$ cat src/uhm_pkg.sv
package uhm_pkg;
  // ==========================================================
  // Command codes
  localparam logic [7:0] CMD_RD_CTRL = 8'h01;
  localparam logic [7:0] CMD_WR_CTRL = 8'h81;
  // ==========================================================
  // Field positions
  localparam int FS_LO = 6;
  localparam int FS_HI = 7;
  localparam int WCC_BIT = 9;
  localparam int RWE_BIT = 10;
  localparam logic [31:0] CTRL_RESET = 32'h0000_0000;
  // ==========================================================
  // Timing
  localparam int CLK_MHZ = 250;
  localparam int SOF_DELAY_US = 1000;
  localparam int SOF_DELAY_CYC = SOF_DELAY_US * CLK_MHZ;
  // ==========================================================
  // Functional states
  typedef enum logic [1:0] {
    UHM_RESET = 2'h0,
    UHM_RESUME = 2'h1,
    UHM_OPER = 2'h2,
    UHM_SUSPEND = 2'h3
  } uhm_state_e;
endpackage : uhm_pkg

$ cat src/uhm_tmr_if.sv
`timescale 1ns/1ps
interface uhm_tmr_if;
  logic start;
  logic stop;
  logic done;
  modport ctrl (output start, output stop, input done);
  modport tmr (input start, input stop, output done);
endinterface : uhm_tmr_if

$ cat src/uhm_sof_timer.sv
`timescale 1ns/1ps
module uhm_sof_timer #(
  parameter int DELAY_CYC = uhm_pkg::SOF_DELAY_CYC
) (
  input wire logic clock,
  input wire logic reset_n,
  uhm_tmr_if.tmr tif
);
  logic [31:0] cnt_q;
  logic run_q;
  logic done_q;

  // ==========================================================
  // Delay count
  always_ff @(posedge clock or negedge reset_n) begin
    if (!reset_n) begin
      cnt_q <= 32'h0000_0000;
      run_q <= 1'b0;
      done_q <= 1'b0;
    end else if (tif.stop) begin
      run_q <= 1'b0;
      done_q <= 1'b0;
    end else if (tif.start) begin
      cnt_q <= 32'(DELAY_CYC - 1);
      run_q <= 1'b1;
      done_q <= 1'b0;
    end else if (run_q) begin
      if (cnt_q == 32'h0000_0000) begin
        run_q <= 1'b0;
        done_q <= 1'b1;
      end else begin
        cnt_q <= cnt_q - 32'h0000_0001;
      end
    end
  end

  assign tif.done = done_q;
endmodule : uhm_sof_timer

$ cat src/uhm_mode_control.sv
// Function
// - Command 01H reads, command 81H writes the 32-bit mode control register.
// - Remote wake enable changes only through host driver writes and resets; soft reset clears it, but a write in the same cycle wins.
// - Wake enable plus resume-seen flag raises remote wake-up; interrupts unaffected.
// - Wake capable bit cleared by hardware reset, kept over software reset.
// - Entering operational state starts frame generation 1 ms later.
// - Device alters functional state itself only while suspended.
// - Suspended device moves to resume on downstream resume signaling.
// - Both resets put functional state to reset encoding 00B.
// - Hardware reset resets root hub and ports; software reset does not.
`timescale 1ns/1ps
module uhm_mode_control #(
  parameter int SOF_DELAY = uhm_pkg::SOF_DELAY_CYC
) (
  input wire logic clock,
  input wire logic reset_n,
  input wire logic cmd_valid,
  input wire logic [7:0] cmd_code,
  input wire logic [31:0] wr_data,
  output logic [31:0] rd_data,
  output logic rd_valid,
  input wire logic soft_reset,
  input wire logic port_resume,
  input wire logic resume_seen_flag,
  output logic remote_wakeup,
  output logic sof_enable,
  output logic root_hub_reset,
  output logic [1:0] functional_state
);
  logic wr_hit;
  logic rd_hit;
  logic rwe_q;
  logic wcc_q;
  logic hw_rst_q;
  logic [31:0] rd_q;
  logic rdv_q;
  logic [1:0] sync_in;
  logic [1:0] sync_out;
  logic res_sync;
  logic rsf_sync;
  logic [31:0] rd_word;
  logic sof_start;
  logic sof_stop;
  uhm_pkg::uhm_state_e fs_q;
  uhm_pkg::uhm_state_e fs_d;
  uhm_tmr_if tif ();

  // ==========================================================
  // Command decode
  function automatic logic cmd_is(
    input logic valid,
    input logic [7:0] code,
    input logic [7:0] want
  );
    return valid && (code == want);
  endfunction : cmd_is

  // ==========================================================
  // Register image
  function automatic logic [31:0] pack_ctrl(
    input logic remote_wake_enable,
    input logic wcc,
    input logic [1:0] fs
  );
    logic [31:0] word;
    word = uhm_pkg::CTRL_RESET;
    word[uhm_pkg::RWE_BIT] = remote_wake_enable;
    word[uhm_pkg::WCC_BIT] = wcc;
    word[uhm_pkg::FS_HI:uhm_pkg::FS_LO] = fs;
    return word;
  endfunction : pack_ctrl

  // ==========================================================
  // Command strobes
  assign wr_hit = cmd_is(cmd_valid, cmd_code, uhm_pkg::CMD_WR_CTRL);
  assign rd_hit = cmd_is(cmd_valid, cmd_code, uhm_pkg::CMD_RD_CTRL);

  // ==========================================================
  // Synchronisers for pin inputs
  assign sync_in = {resume_seen_flag, port_resume};

  for (genvar i = 0; i < 2; i++) begin : g_sync
    logic s1_q;
    logic s2_q;
    always_ff @(posedge clock or negedge reset_n) begin
      if (!reset_n) begin
        s1_q <= 1'b0;
        s2_q <= 1'b0;
      end else begin
        s1_q <= sync_in[i];
        s2_q <= s1_q;
      end
    end
    assign sync_out[i] = s2_q;
  end : g_sync

  assign res_sync = sync_out[0];
  assign rsf_sync = sync_out[1];

  // ==========================================================
  // Functional state
  always_comb begin
    fs_d = fs_q;
    if (wr_hit) begin
      fs_d = uhm_pkg::uhm_state_e'(wr_data[uhm_pkg::FS_HI:uhm_pkg::FS_LO]);
    end else begin
      case (fs_q)
        uhm_pkg::UHM_RESET: begin
          fs_d = uhm_pkg::UHM_RESET;
        end
        uhm_pkg::UHM_RESUME: begin
          fs_d = uhm_pkg::UHM_RESUME;
        end
        uhm_pkg::UHM_OPER: begin
          fs_d = uhm_pkg::UHM_OPER;
        end
        uhm_pkg::UHM_SUSPEND: begin
          if (res_sync) begin
            fs_d = uhm_pkg::UHM_RESUME;
          end
        end
        default: begin
          fs_d = fs_q;
        end
      endcase
    end
    if (soft_reset) begin
      fs_d = uhm_pkg::UHM_RESET;
    end
  end

  always_ff @(posedge clock or negedge reset_n) begin
    if (!reset_n) begin
      fs_q <= uhm_pkg::UHM_RESET;
    end else begin
      fs_q <= fs_d;
    end
  end

  // ==========================================================
  // Wake bits
  // Enable moves only on host writes, cleared by soft reset; a write in the same cycle wins
  always_ff @(posedge clock or negedge reset_n) begin
    if (!reset_n) begin
      rwe_q <= 1'b0;
    end else if (wr_hit) begin
      rwe_q <= wr_data[uhm_pkg::RWE_BIT];
    end else if (soft_reset) begin
      rwe_q <= 1'b0;
    end
  end

  // Capable bit survives soft reset
  always_ff @(posedge clock or negedge reset_n) begin
    if (!reset_n) begin
      wcc_q <= 1'b0;
    end else if (wr_hit) begin
      wcc_q <= wr_data[uhm_pkg::WCC_BIT];
    end
  end

  // ==========================================================
  // Remote wake-up request
  always_ff @(posedge clock or negedge reset_n) begin
    if (!reset_n) begin
      remote_wakeup <= 1'b0;
    end else begin
      remote_wakeup <= rwe_q && rsf_sync;
    end
  end

  // ==========================================================
  // Hardware reset pulse to root hub
  always_ff @(posedge clock or negedge reset_n) begin
    if (!reset_n) begin
      hw_rst_q <= 1'b1;
    end else begin
      hw_rst_q <= 1'b0;
    end
  end
  assign root_hub_reset = hw_rst_q;

  // ==========================================================
  // Frame start delay
  // Timer restarts on every entry, stops on any exit
  assign sof_start = (fs_d == uhm_pkg::UHM_OPER) &&
                     (fs_q != uhm_pkg::UHM_OPER);
  assign sof_stop = (fs_d != uhm_pkg::UHM_OPER);
  assign tif.start = sof_start;
  assign tif.stop = sof_stop;

  uhm_sof_timer #(.DELAY_CYC(SOF_DELAY)) u_tmr (
    .clock(clock),
    .reset_n(reset_n),
    .tif(tif.tmr)
  );
  assign sof_enable = tif.done;

  // ==========================================================
  // Read path
  assign rd_word = pack_ctrl(rwe_q, wcc_q, fs_q);

  always_ff @(posedge clock or negedge reset_n) begin
    if (!reset_n) begin
      rd_q <= uhm_pkg::CTRL_RESET;
    end else if (rd_hit) begin
      rd_q <= rd_word;
    end
  end

  always_ff @(posedge clock or negedge reset_n) begin
    if (!reset_n) begin
      rdv_q <= 1'b0;
    end else begin
      rdv_q <= rd_hit;
    end
  end

  // ==========================================================
  // Outputs
  assign rd_data = rd_q;
  assign rd_valid = rdv_q;
  assign functional_state = fs_q;
endmodule : uhm_mode_control

$ cat config.mk
export PLATFORM = sky130hd
export DESIGN_NAME = uhm_mode_control
export DESIGN_NICKNAME = d
export VERILOG_FILES = /design/src/uhm_pkg.sv /design/src/uhm_tmr_if.sv /design/src/uhm_sof_timer.sv /design/src/uhm_mode_control.sv
export SDC_FILE = /design/constraint.sdc
export NUM_CORES = 1
export LEC_CHECK = 0
export BUFFER_PORTS_ARGS = -buffer_cell sky130_fd_sc_hd__clkbuf_2
export CORE_MARGIN = 2
export CORE_UTILIZATION = 45
export CTS_CLUSTER_DIAMETER = 40
export DETAILED_ROUTE_END_ITERATION = 10
export PLACE_DENSITY = 0.71
export SYNTH_ARGS = -nofsm -noshare
export SYNTH_HDL_FRONTEND = slang
export SYNTH_SLANG_ARGS = --single-unit
$ cat constraint.sdc
create_clock -name clock -period 6.5 [get_ports clock]
set_input_delay 0.325 -clock clock [delete_from_list [all_inputs] [get_ports clock]]
set_output_delay 0.325 -clock clock [all_outputs]
set_load 0.005 [all_outputs]
After elaboration in Yosys (flattened, before gate mapping). Index checks and enable logic that the tools add are counted.

Flip-flop bits (word level): 49. Output and inout port bits: 38. Bits of input ports: 46. Logic and storage cells: 54.

Bitwise logic cells: 1. Equality and inequality tests: 9. Add/sub/neg operators: 1. Mux-type cells: 17. Reduce and logical (&&, ||, !) cells: 12.

Operators with widths (number): two-way mux 32 bit (3); logical NOT 32 bit (1); subtractor 32 x 1 -> 32 bit (second input constant) (1); two-way mux 1 bit (10); equality test 8 x 1 -> 1 bit (second input constant) (1); equality test 8 bit (second input constant) (1); one-hot mux 2 bit (4 select lines) (1); equality test 2 bit (second input constant) (3); two-way mux 2 bit (3); != test 2 bit (second input constant) (3); nonzero test 3 bit (2); logical AND 1 bit (4); nonzero test 2 bit (2); AND reduction 3 bit (1); equality test 2 x 1 -> 1 bit (second input constant) (1); logical NOT 2 bit (1); AND reduction 2 bit (1); NOT 1 bit (1).

Depth between registers and ports, before layout. Gate-level depths: netlist of the first run.

Depth in word-level cells: 8. Mapped depth: 9. Mapped depth without buffers: 7.

Modules after synthesis. A second synthesis of the first run with hierarchy kept.

Cells, all modules: 303. Area total of the unflattened synthesis: 2842.7 µm².

By module, submodules not included: uhm_sof_timer (instances 1, area each 2015.7 µm², seq. area each 850.8 µm², cells each 231); uhm_mode_control (instances 1, area each 827.0 µm², seq. area each 376.6 µm², cells each 72).

Worst setup path after synthesis of the first run. Ideal clock, no wire load.

Path kind: register -> register. Start: register u_tmr.cnt_q[0]. End: register u_tmr.cnt_q[10]. Stages on the path, launching flop included: 10. Data required time: 6.381 ns. Setup slack: 4.019 ns. Period minus slack after synthesis: 2.481 ns. Arrival: 2.363 ns. Path buffers: 2. Setup time: 0.119 ns. Cell sequence: dfrtp_1 > inv_1 > ha_1 > nor4b_1 > nand4_1 > nor3_1 > buf_2 > buf_2 > nor4_1 > o21a_1.

Longest elaborated chain between the ends: 4. Elaborated cells on any way between the ends: 7. Those cells by class: add/sub (1); eq/ne (1); mux (3); reduce/logical (2).

Ends and longest elaborated chain: start, declared (line uhm_sof_timer.sv:9) `logic [31:0] cnt_q;`; start signal, assigned (line uhm_sof_timer.sv:24) `cnt_q <= 32'(DELAY_CYC - 1);`; start signal, assigned (line uhm_sof_timer.sv:32) `cnt_q <= cnt_q - 32'h0000_0001;`; subtractor 32 x 1 -> 32 bit (line uhm_sof_timer.sv:32); two-way mux 32 bit (line uhm_sof_timer.sv:28) `if (cnt_q == 32'h0000_0000) begin`; two-way mux 32 bit (line uhm_sof_timer.sv:27) `end else if (run_q) begin`; two-way mux 32 bit (line uhm_sof_timer.sv:23) `end else if (tif.start) begin`.

Parallel ways exist; a longest one is shown, timed or not. The select of a mux whose other input is x is not followed. A chain may end at the register's enable or synchronous reset.

Worst setup path in the final report of the first run.
Start: register u_tmr.cnt_q[0]. End: register u_tmr.cnt_q[16].

Same word-level chain as after synthesis.

==> out/summary.txt, run 1 <==
outcome = finished clean
Final Hold Vio Count = 0
cell family with most CP delay = simple AND/OR/NAND/NOR gates
Reg2Reg Capture Point = u_tmr.cnt_q[16]
Worst R2R Start = u_tmr.cnt_q[0]
routed vias = 2281
Filler cells = 567
CTS Buffer Depth = 2
critical path's slowest cell = or3b_2
Reg2Reg Depth = 8
vias in the first global route = 2104
RSZ-0062 raised after global routing = false
port bufs = 27
Static Leak = 0.001405 uW
vias per std cell = 5.819
post-CTS setup buffers = 0
Worst EP arrival = 2.97 ns
minimum clock period = 2.790 ns
post-synthesis register bit count = 49
Clock Pin Slew Worst Setup and Hold Paths = 0.09 ns
total grt overflow = 0
cells after synthesis = 289
num ports = 84
setup TNS = 0 ns
hpwl dp = 3.956 mm
Final setup viols = 0
sequential fraction of the synthesis area = 44.88%
Total GRT Usage = 19.06%
WP buf/inv = 2
ANT nets after route = 0
Hold Buf Count CTS = 0
nets@finish = 363
die height = 81.96 um
ys flop type = dfrtp_1
Synth Area per Inst = 9.464 sq um
Worst Max-Slew Pin Slew = 1.166 ns
Synth top area share = 43.92%
dpl cell area = 2833 sq um
final setup margin = 3.710 ns
Place WS = 3.492 ns
worst hold path type = in2async
top-count cell post-synth = dfrtp_1
core area = 5886 sq um
H-tree lvl count = 2
Synth area leaders = dfrtp_1, buf_4, o31ai_1
reg2reg setup slack = 3.71 ns
first-pass GRT wire length = 9.942 mm
post-route cell area = 2948 sq um
initial core utilization = 46.47%
worst skew pair latency = 0.31 ns
row count = 28
share of layout cells above drive strength 1 = 16.72%
maximum number of pins on one net before global-route repair = 50
RePlAce Congestion = 0.8153
Yosys cell types = 47
CP max stage delay = 0.46 ns
Seq. cell area = 1227 sq um
Post-synth EDFFs = 0
wire per inst = 14.55 um
Data required, critical path = 6.68 ns
Startpoint Class = flip-flop
DR iter-0 viols = 181
CP cell instances = inv_1, ha_1, nor4b_1, buf_4, and4_1, o211ai_1, o21ai_0, or3b_2
crit path max fanout = 17
largest area contributor in the netlist = dfrtp_1
critical path endpoint category = flip-flop
Final Skew = 0.006773 ns
clk sink count = 49
critical path type = reg2reg
warnings from Yosys = 0
asr flop ratio synth = 100.0%
maxcap violations = 0
Die Wd = 81.96 um
Max VDD drop = 0.09589 mV
max-slew violations = 0
period utilisation layout = 42.93%
Mapped Area = 2735 sq um
CTS resizes = 0
root buf cell = clkbuf_8
initial antenna violation count = 0
Total Wirelength = 5.704 mm
Cell Pwr Density = 194.6 nW/um^2
Worst slew margin = 21.72%
post-layout util = 50.09%
area grow syn2layout = 7.777%
DR pass1 iterations = 4
Antenna Cells = 0
Post-route DRC = 0
CTS tree = built
FMAX = 0.3584 GHz
Die Area = 6717 sq um
area of the multi-input gates = 1335 sq um
Synth top cells by count = dfrtp_1, buf_4, a21oi_1
TritonCTS Buffers = 5
## where the power goes
group | total (uW) | internal (uW) | switching (uW)
Combinational | 43.8 | 13.0 | 30.8
Clock | 221 | 115 | 105
Sequential | 309 | 308 | 1.64
Total | 574 | 436 | 138
## area by class of cell
class | instances | share of cell area, %
timing repair buffer | 31 | 5.603
clock inverter | 3 | 1.570
tap | 75 | 3.183
clock buffer | 5 | 2.334
inverter | 3 | 0.3820
multi-input combinational | 226 | 45.29
sequential | 49 | 41.64
## metrics by stage
stage          instances  power [uW]  hold slack [ns]
2_1_floorplan        317       352.5          0.02941
3_3_place_gp         384       358.1           0.3314
3_5_place_dp         384       359.1           0.3434
4_1_cts              392       581.1           0.1092
5_1_grt              392       603.2           0.1112
6_report             392       573.6           0.1060
## routing by layer
metal	GRT usage (%)	vias to the layer above	share of wire, %
met3	3.297	6	5.0
met1	26.46	1109	47
met4	5.000	0	1.1
li1	-	1092	-
met2	30.89	74	47
met5	0	-	0
## logic make-up after synthesis
group | Yosys count | synth area share (%)
flops | 49 | 44.88
fa+ha+maj | 1 | 0.4574
compound gates | 67 | 15.37
buf+inv | 42 | 10.16
simple gates | 123 | 26.62
mux | 6 | 2.379
other cells | 1 | 0.1371
## flip-flops by register name, indices dropped and copies added (netlist names)
name / flops
functional_state: 2
g_sync.s1_q: 2
g_sync.s2_q: 2
rd_data: 4
rd_valid: 1
remote_wakeup: 1
root_hub_reset: 1
rwe_q: 1
u_tmr.cnt_q: 32
u_tmr.run_q: 1
u_tmr.tif.done: 1
wcc_q: 1
## layout by cell type (no fill, tap or decap), types with 2 or more instances in the layout
master     instances
mux2_2             4
a21oi_1           22
o21ai_1            2
nand3b_1           2
inv_1              3
mux2i_1            2
nor2_1            12
and4_1             5
nand2_1           19
and3_1             4
nor3_1            11
nand2b_1           4
or2_2              3
buf_4              4
clkbuf_2          27
nor4_1             5
clkbuf_8           5
nor4b_1            3
o21a_1             2
nand4_1            2
o41ai_1            2
or4_1             15
conb_1            29
nand3_1           15
dfrtp_1           48
or3_1             10
nand4b_1           4
o31ai_1           16
o21ai_0           13
o2111ai_1          2
a31oi_1            3
or3b_2             2
## worst max path at each step
stage,from,end,slack [ns],cells after the start
CTS,u_tmr.cnt_q[0],u_tmr.cnt_q[16],3.71,8
floorplan,u_tmr.cnt_q[0],u_tmr.cnt_q[10],4.02,9
detailed placement,cmd_code[5],u_tmr.cnt_q[16],3.49,6
finish,u_tmr.cnt_q[0],u_tmr.cnt_q[16],3.71,8
global route,u_tmr.cnt_q[0],u_tmr.cnt_q[16],3.44,8
global placement,cmd_code[5],u_tmr.cnt_q[16],3.57,6
Power figures use the tool's default switching activity.
==> run 2, diff against run 1 <==
- PLACE_DENSITY: 0.71 -> 0.74
- clock period: 6.5 -> 2.3 ns (I/O delays scaled with it)
==> out/summary.txt, run 2 (synthesis gave the netlist of run 1 again) <==
outcome = finished clean
commonest non-fill, non-tap cell in the layout = dfrtp_1
setup TNS = 0 ns (unchanged)
RePlAce Congestion = 0.8327 (+2.1%)
Worst EP arrival = 2.50 ns (-0.47 ns)
Data required, critical path = 2.54 ns (-4.14 ns)
Cell Pwr Density = 513.1 nW/um^2 (+160%)
RSZ-0062 raised after global routing = true
area grow syn2layout = 17.75%
core area = 5886 sq um (unchanged)
clk sink count = 49 (unchanged)
routed vias = 2347 (+2.9%)
Pint = 1252 uW (+190%)
Final Hold Vio Count = 0 (unchanged)
vias in the first global route = 2160 (+2.7%)
Static Leak = 0.001564 uW (+11%)
Worst slew margin = 58.27% (+37 points)
Max VDD drop = 0.3242 mV (+240%)
Die Area = 6717 sq um (unchanged)
most frequent cells in the layout = dfrtp_1, conb_1, buf_4
Comb pwr share = 9.2% (+1.6 points)
wire per inst = 13.79 um (-5.2%)
worst hold slack = 0.04312 ns (-0.06291 ns)
Top reg by flops = u_tmr.cnt_q
max-slew violations = 0 (unchanged)
initial antenna violation count = 0 (unchanged)
Flop pwr share = 52.8% (-1.1 points)
first-pass GRT wire length = 9.867 mm (-0.75%)
CTS Buffer Depth = 2 (unchanged)
Pwr Total = 1653 uW (+190%)
DR pass1 iterations = 4 (unchanged)
Post-route DRC = 0 (unchanged)
Switching Fraction = 24.26% (+0.24 points)
nets@finish = 393 (+8.3%)
period utilisation layout = 98.19% (+55 points)
maxcap violations = 0 (unchanged)
row count = 28 (unchanged)
DR iter-0 viols = 244 (+35%)
initial core utilization = 46.47% (unchanged)
clock network fraction of design power = 38.0% (-0.4 points)
Total Wirelength = 5.821 mm (+2.1%)
Final setup viols = 0 (unchanged)
Startpoint Class = flip-flop
critical path type = reg2reg
FMAX = 0.4428 GHz (+24%)
vias per std cell = 5.562 (-4.4%)
CTS tree = built
ANT nets after route = 0 (unchanged)
crit path max fanout = 8 (-9)
total grt overflow = 0 (unchanged)
post-layout util = 54.72% (+4.6 points)
Final Skew = 0.006245 ns (-0.0005279 ns)
critical path endpoint category = flip-flop
minimum clock period = 2.258 ns (-0.5321 ns)
Largest register FFs = 32 (unchanged)
die height = 81.96 um (unchanged)
H-tree lvl count = 2 (unchanged)
Antenna Cells = 0 (unchanged)
Clock Pin Slew Worst Setup and Hold Paths = 0.09 ns (about the same)
port bufs = 27 (unchanged)
maximum number of pins on one net before global-route repair = 50 (unchanged)
Worst Max-Slew Pin Slew = 0.6260 ns (-0.5404 ns)
Die Wd = 81.96 um (unchanged)
root buf cell = clkbuf_8
net switching power = 400.9 uW (+190%)
Total GRT Usage = 18.79% (-0.27 points)
hpwl dp = 4.065 mm (+2.8%)
share of layout cells above drive strength 1 = 24.21% (+7.5 points)
TritonCTS Buffers = 5 (unchanged)
num ports = 84 (unchanged)
worst hold path type = in2reg
worst skew pair latency = 0.30 ns (about the same)
[run 2: final cells by class]
type	instances	area, sq um
Fill cell	540	2665
Multi-Input combinational cell	226	1373
Sequential cell	49	1227
Timing Repair Buffer	61	400.4
Tap cell	75	93.84
Clock buffer	5	68.82
Clock inverter	3	46.29
Inverter	3	11.26
[run 2: what timing repair did]
action                                  CTS  global route
hold buffers                              5             0
buffers inserted                          1             2
pin swaps                                 1             2
gates cloned                              0             1
endpoints found under the setup margin    1            15
resized for setup                         1             8
endpoints found under the hold margin    52             0
[run 2: worst paths after layout]
kind / from / end / slack, ns / depth (start not counted)
hold / removal: wr_data[6] / functional_state[0] / 0.04 / 3
min in group asynchronous: reset_n / u_tmr.cnt_q[9] / 0.44 / 3
setup / recovery: u_tmr.cnt_q[15] / u_tmr.cnt_q[24] / 0.04 / 5
hold reg to reg: g_sync[0].s1_q / g_sync[0].s2_q / 0.36 / 0
max in group asynchronous: reset_n / u_tmr.cnt_q[24] / 1.43 / 3
setup reg to reg: u_tmr.cnt_q[15] / u_tmr.cnt_q[24] / 0.04 / 5
[run 2: critical path: stages (launching register included)]
cell and delay (ns):
dfrtp_1 0.39, or4_4 0.56, or2_4 0.31, or4_4 0.48
or3_4 0.33, a21oi_2 0.11
[run 2: metrics by stage]
step | cell area, sq um | std cells | setup slack (ns)
2_1_floorplan | 2853 | 317 | -0.05297
4_1_cts | 3172 | 419 | 0.007826
5_1_grt | 3221 | 422 | -0.07675
6_report | 3221 | 422 | 0.04169
3_3_place_gp | 2997 | 405 | -0.01695
3_5_place_dp | 2997 | 405 | -0.02231
[run 2: layer usage]
metal  up-vias  wire length, um  track usage [%]
li1       1145                -                -
met1      1137             2669            25.85
met2        61             2843            31.30
met4         0               38            3.000
met5         -                0                0
met3         4              269            3.626
[run 2: power by group through the flow]
stage               Sequential [uW]  Combinational (uW)  Clock (uW)
finish                          873                 151         628
floorplan                       890                 108           0
global placement                890                 132           0
CTS                             873                 143         650
global route                    875                 173         697
detailed placement              890                 135           0
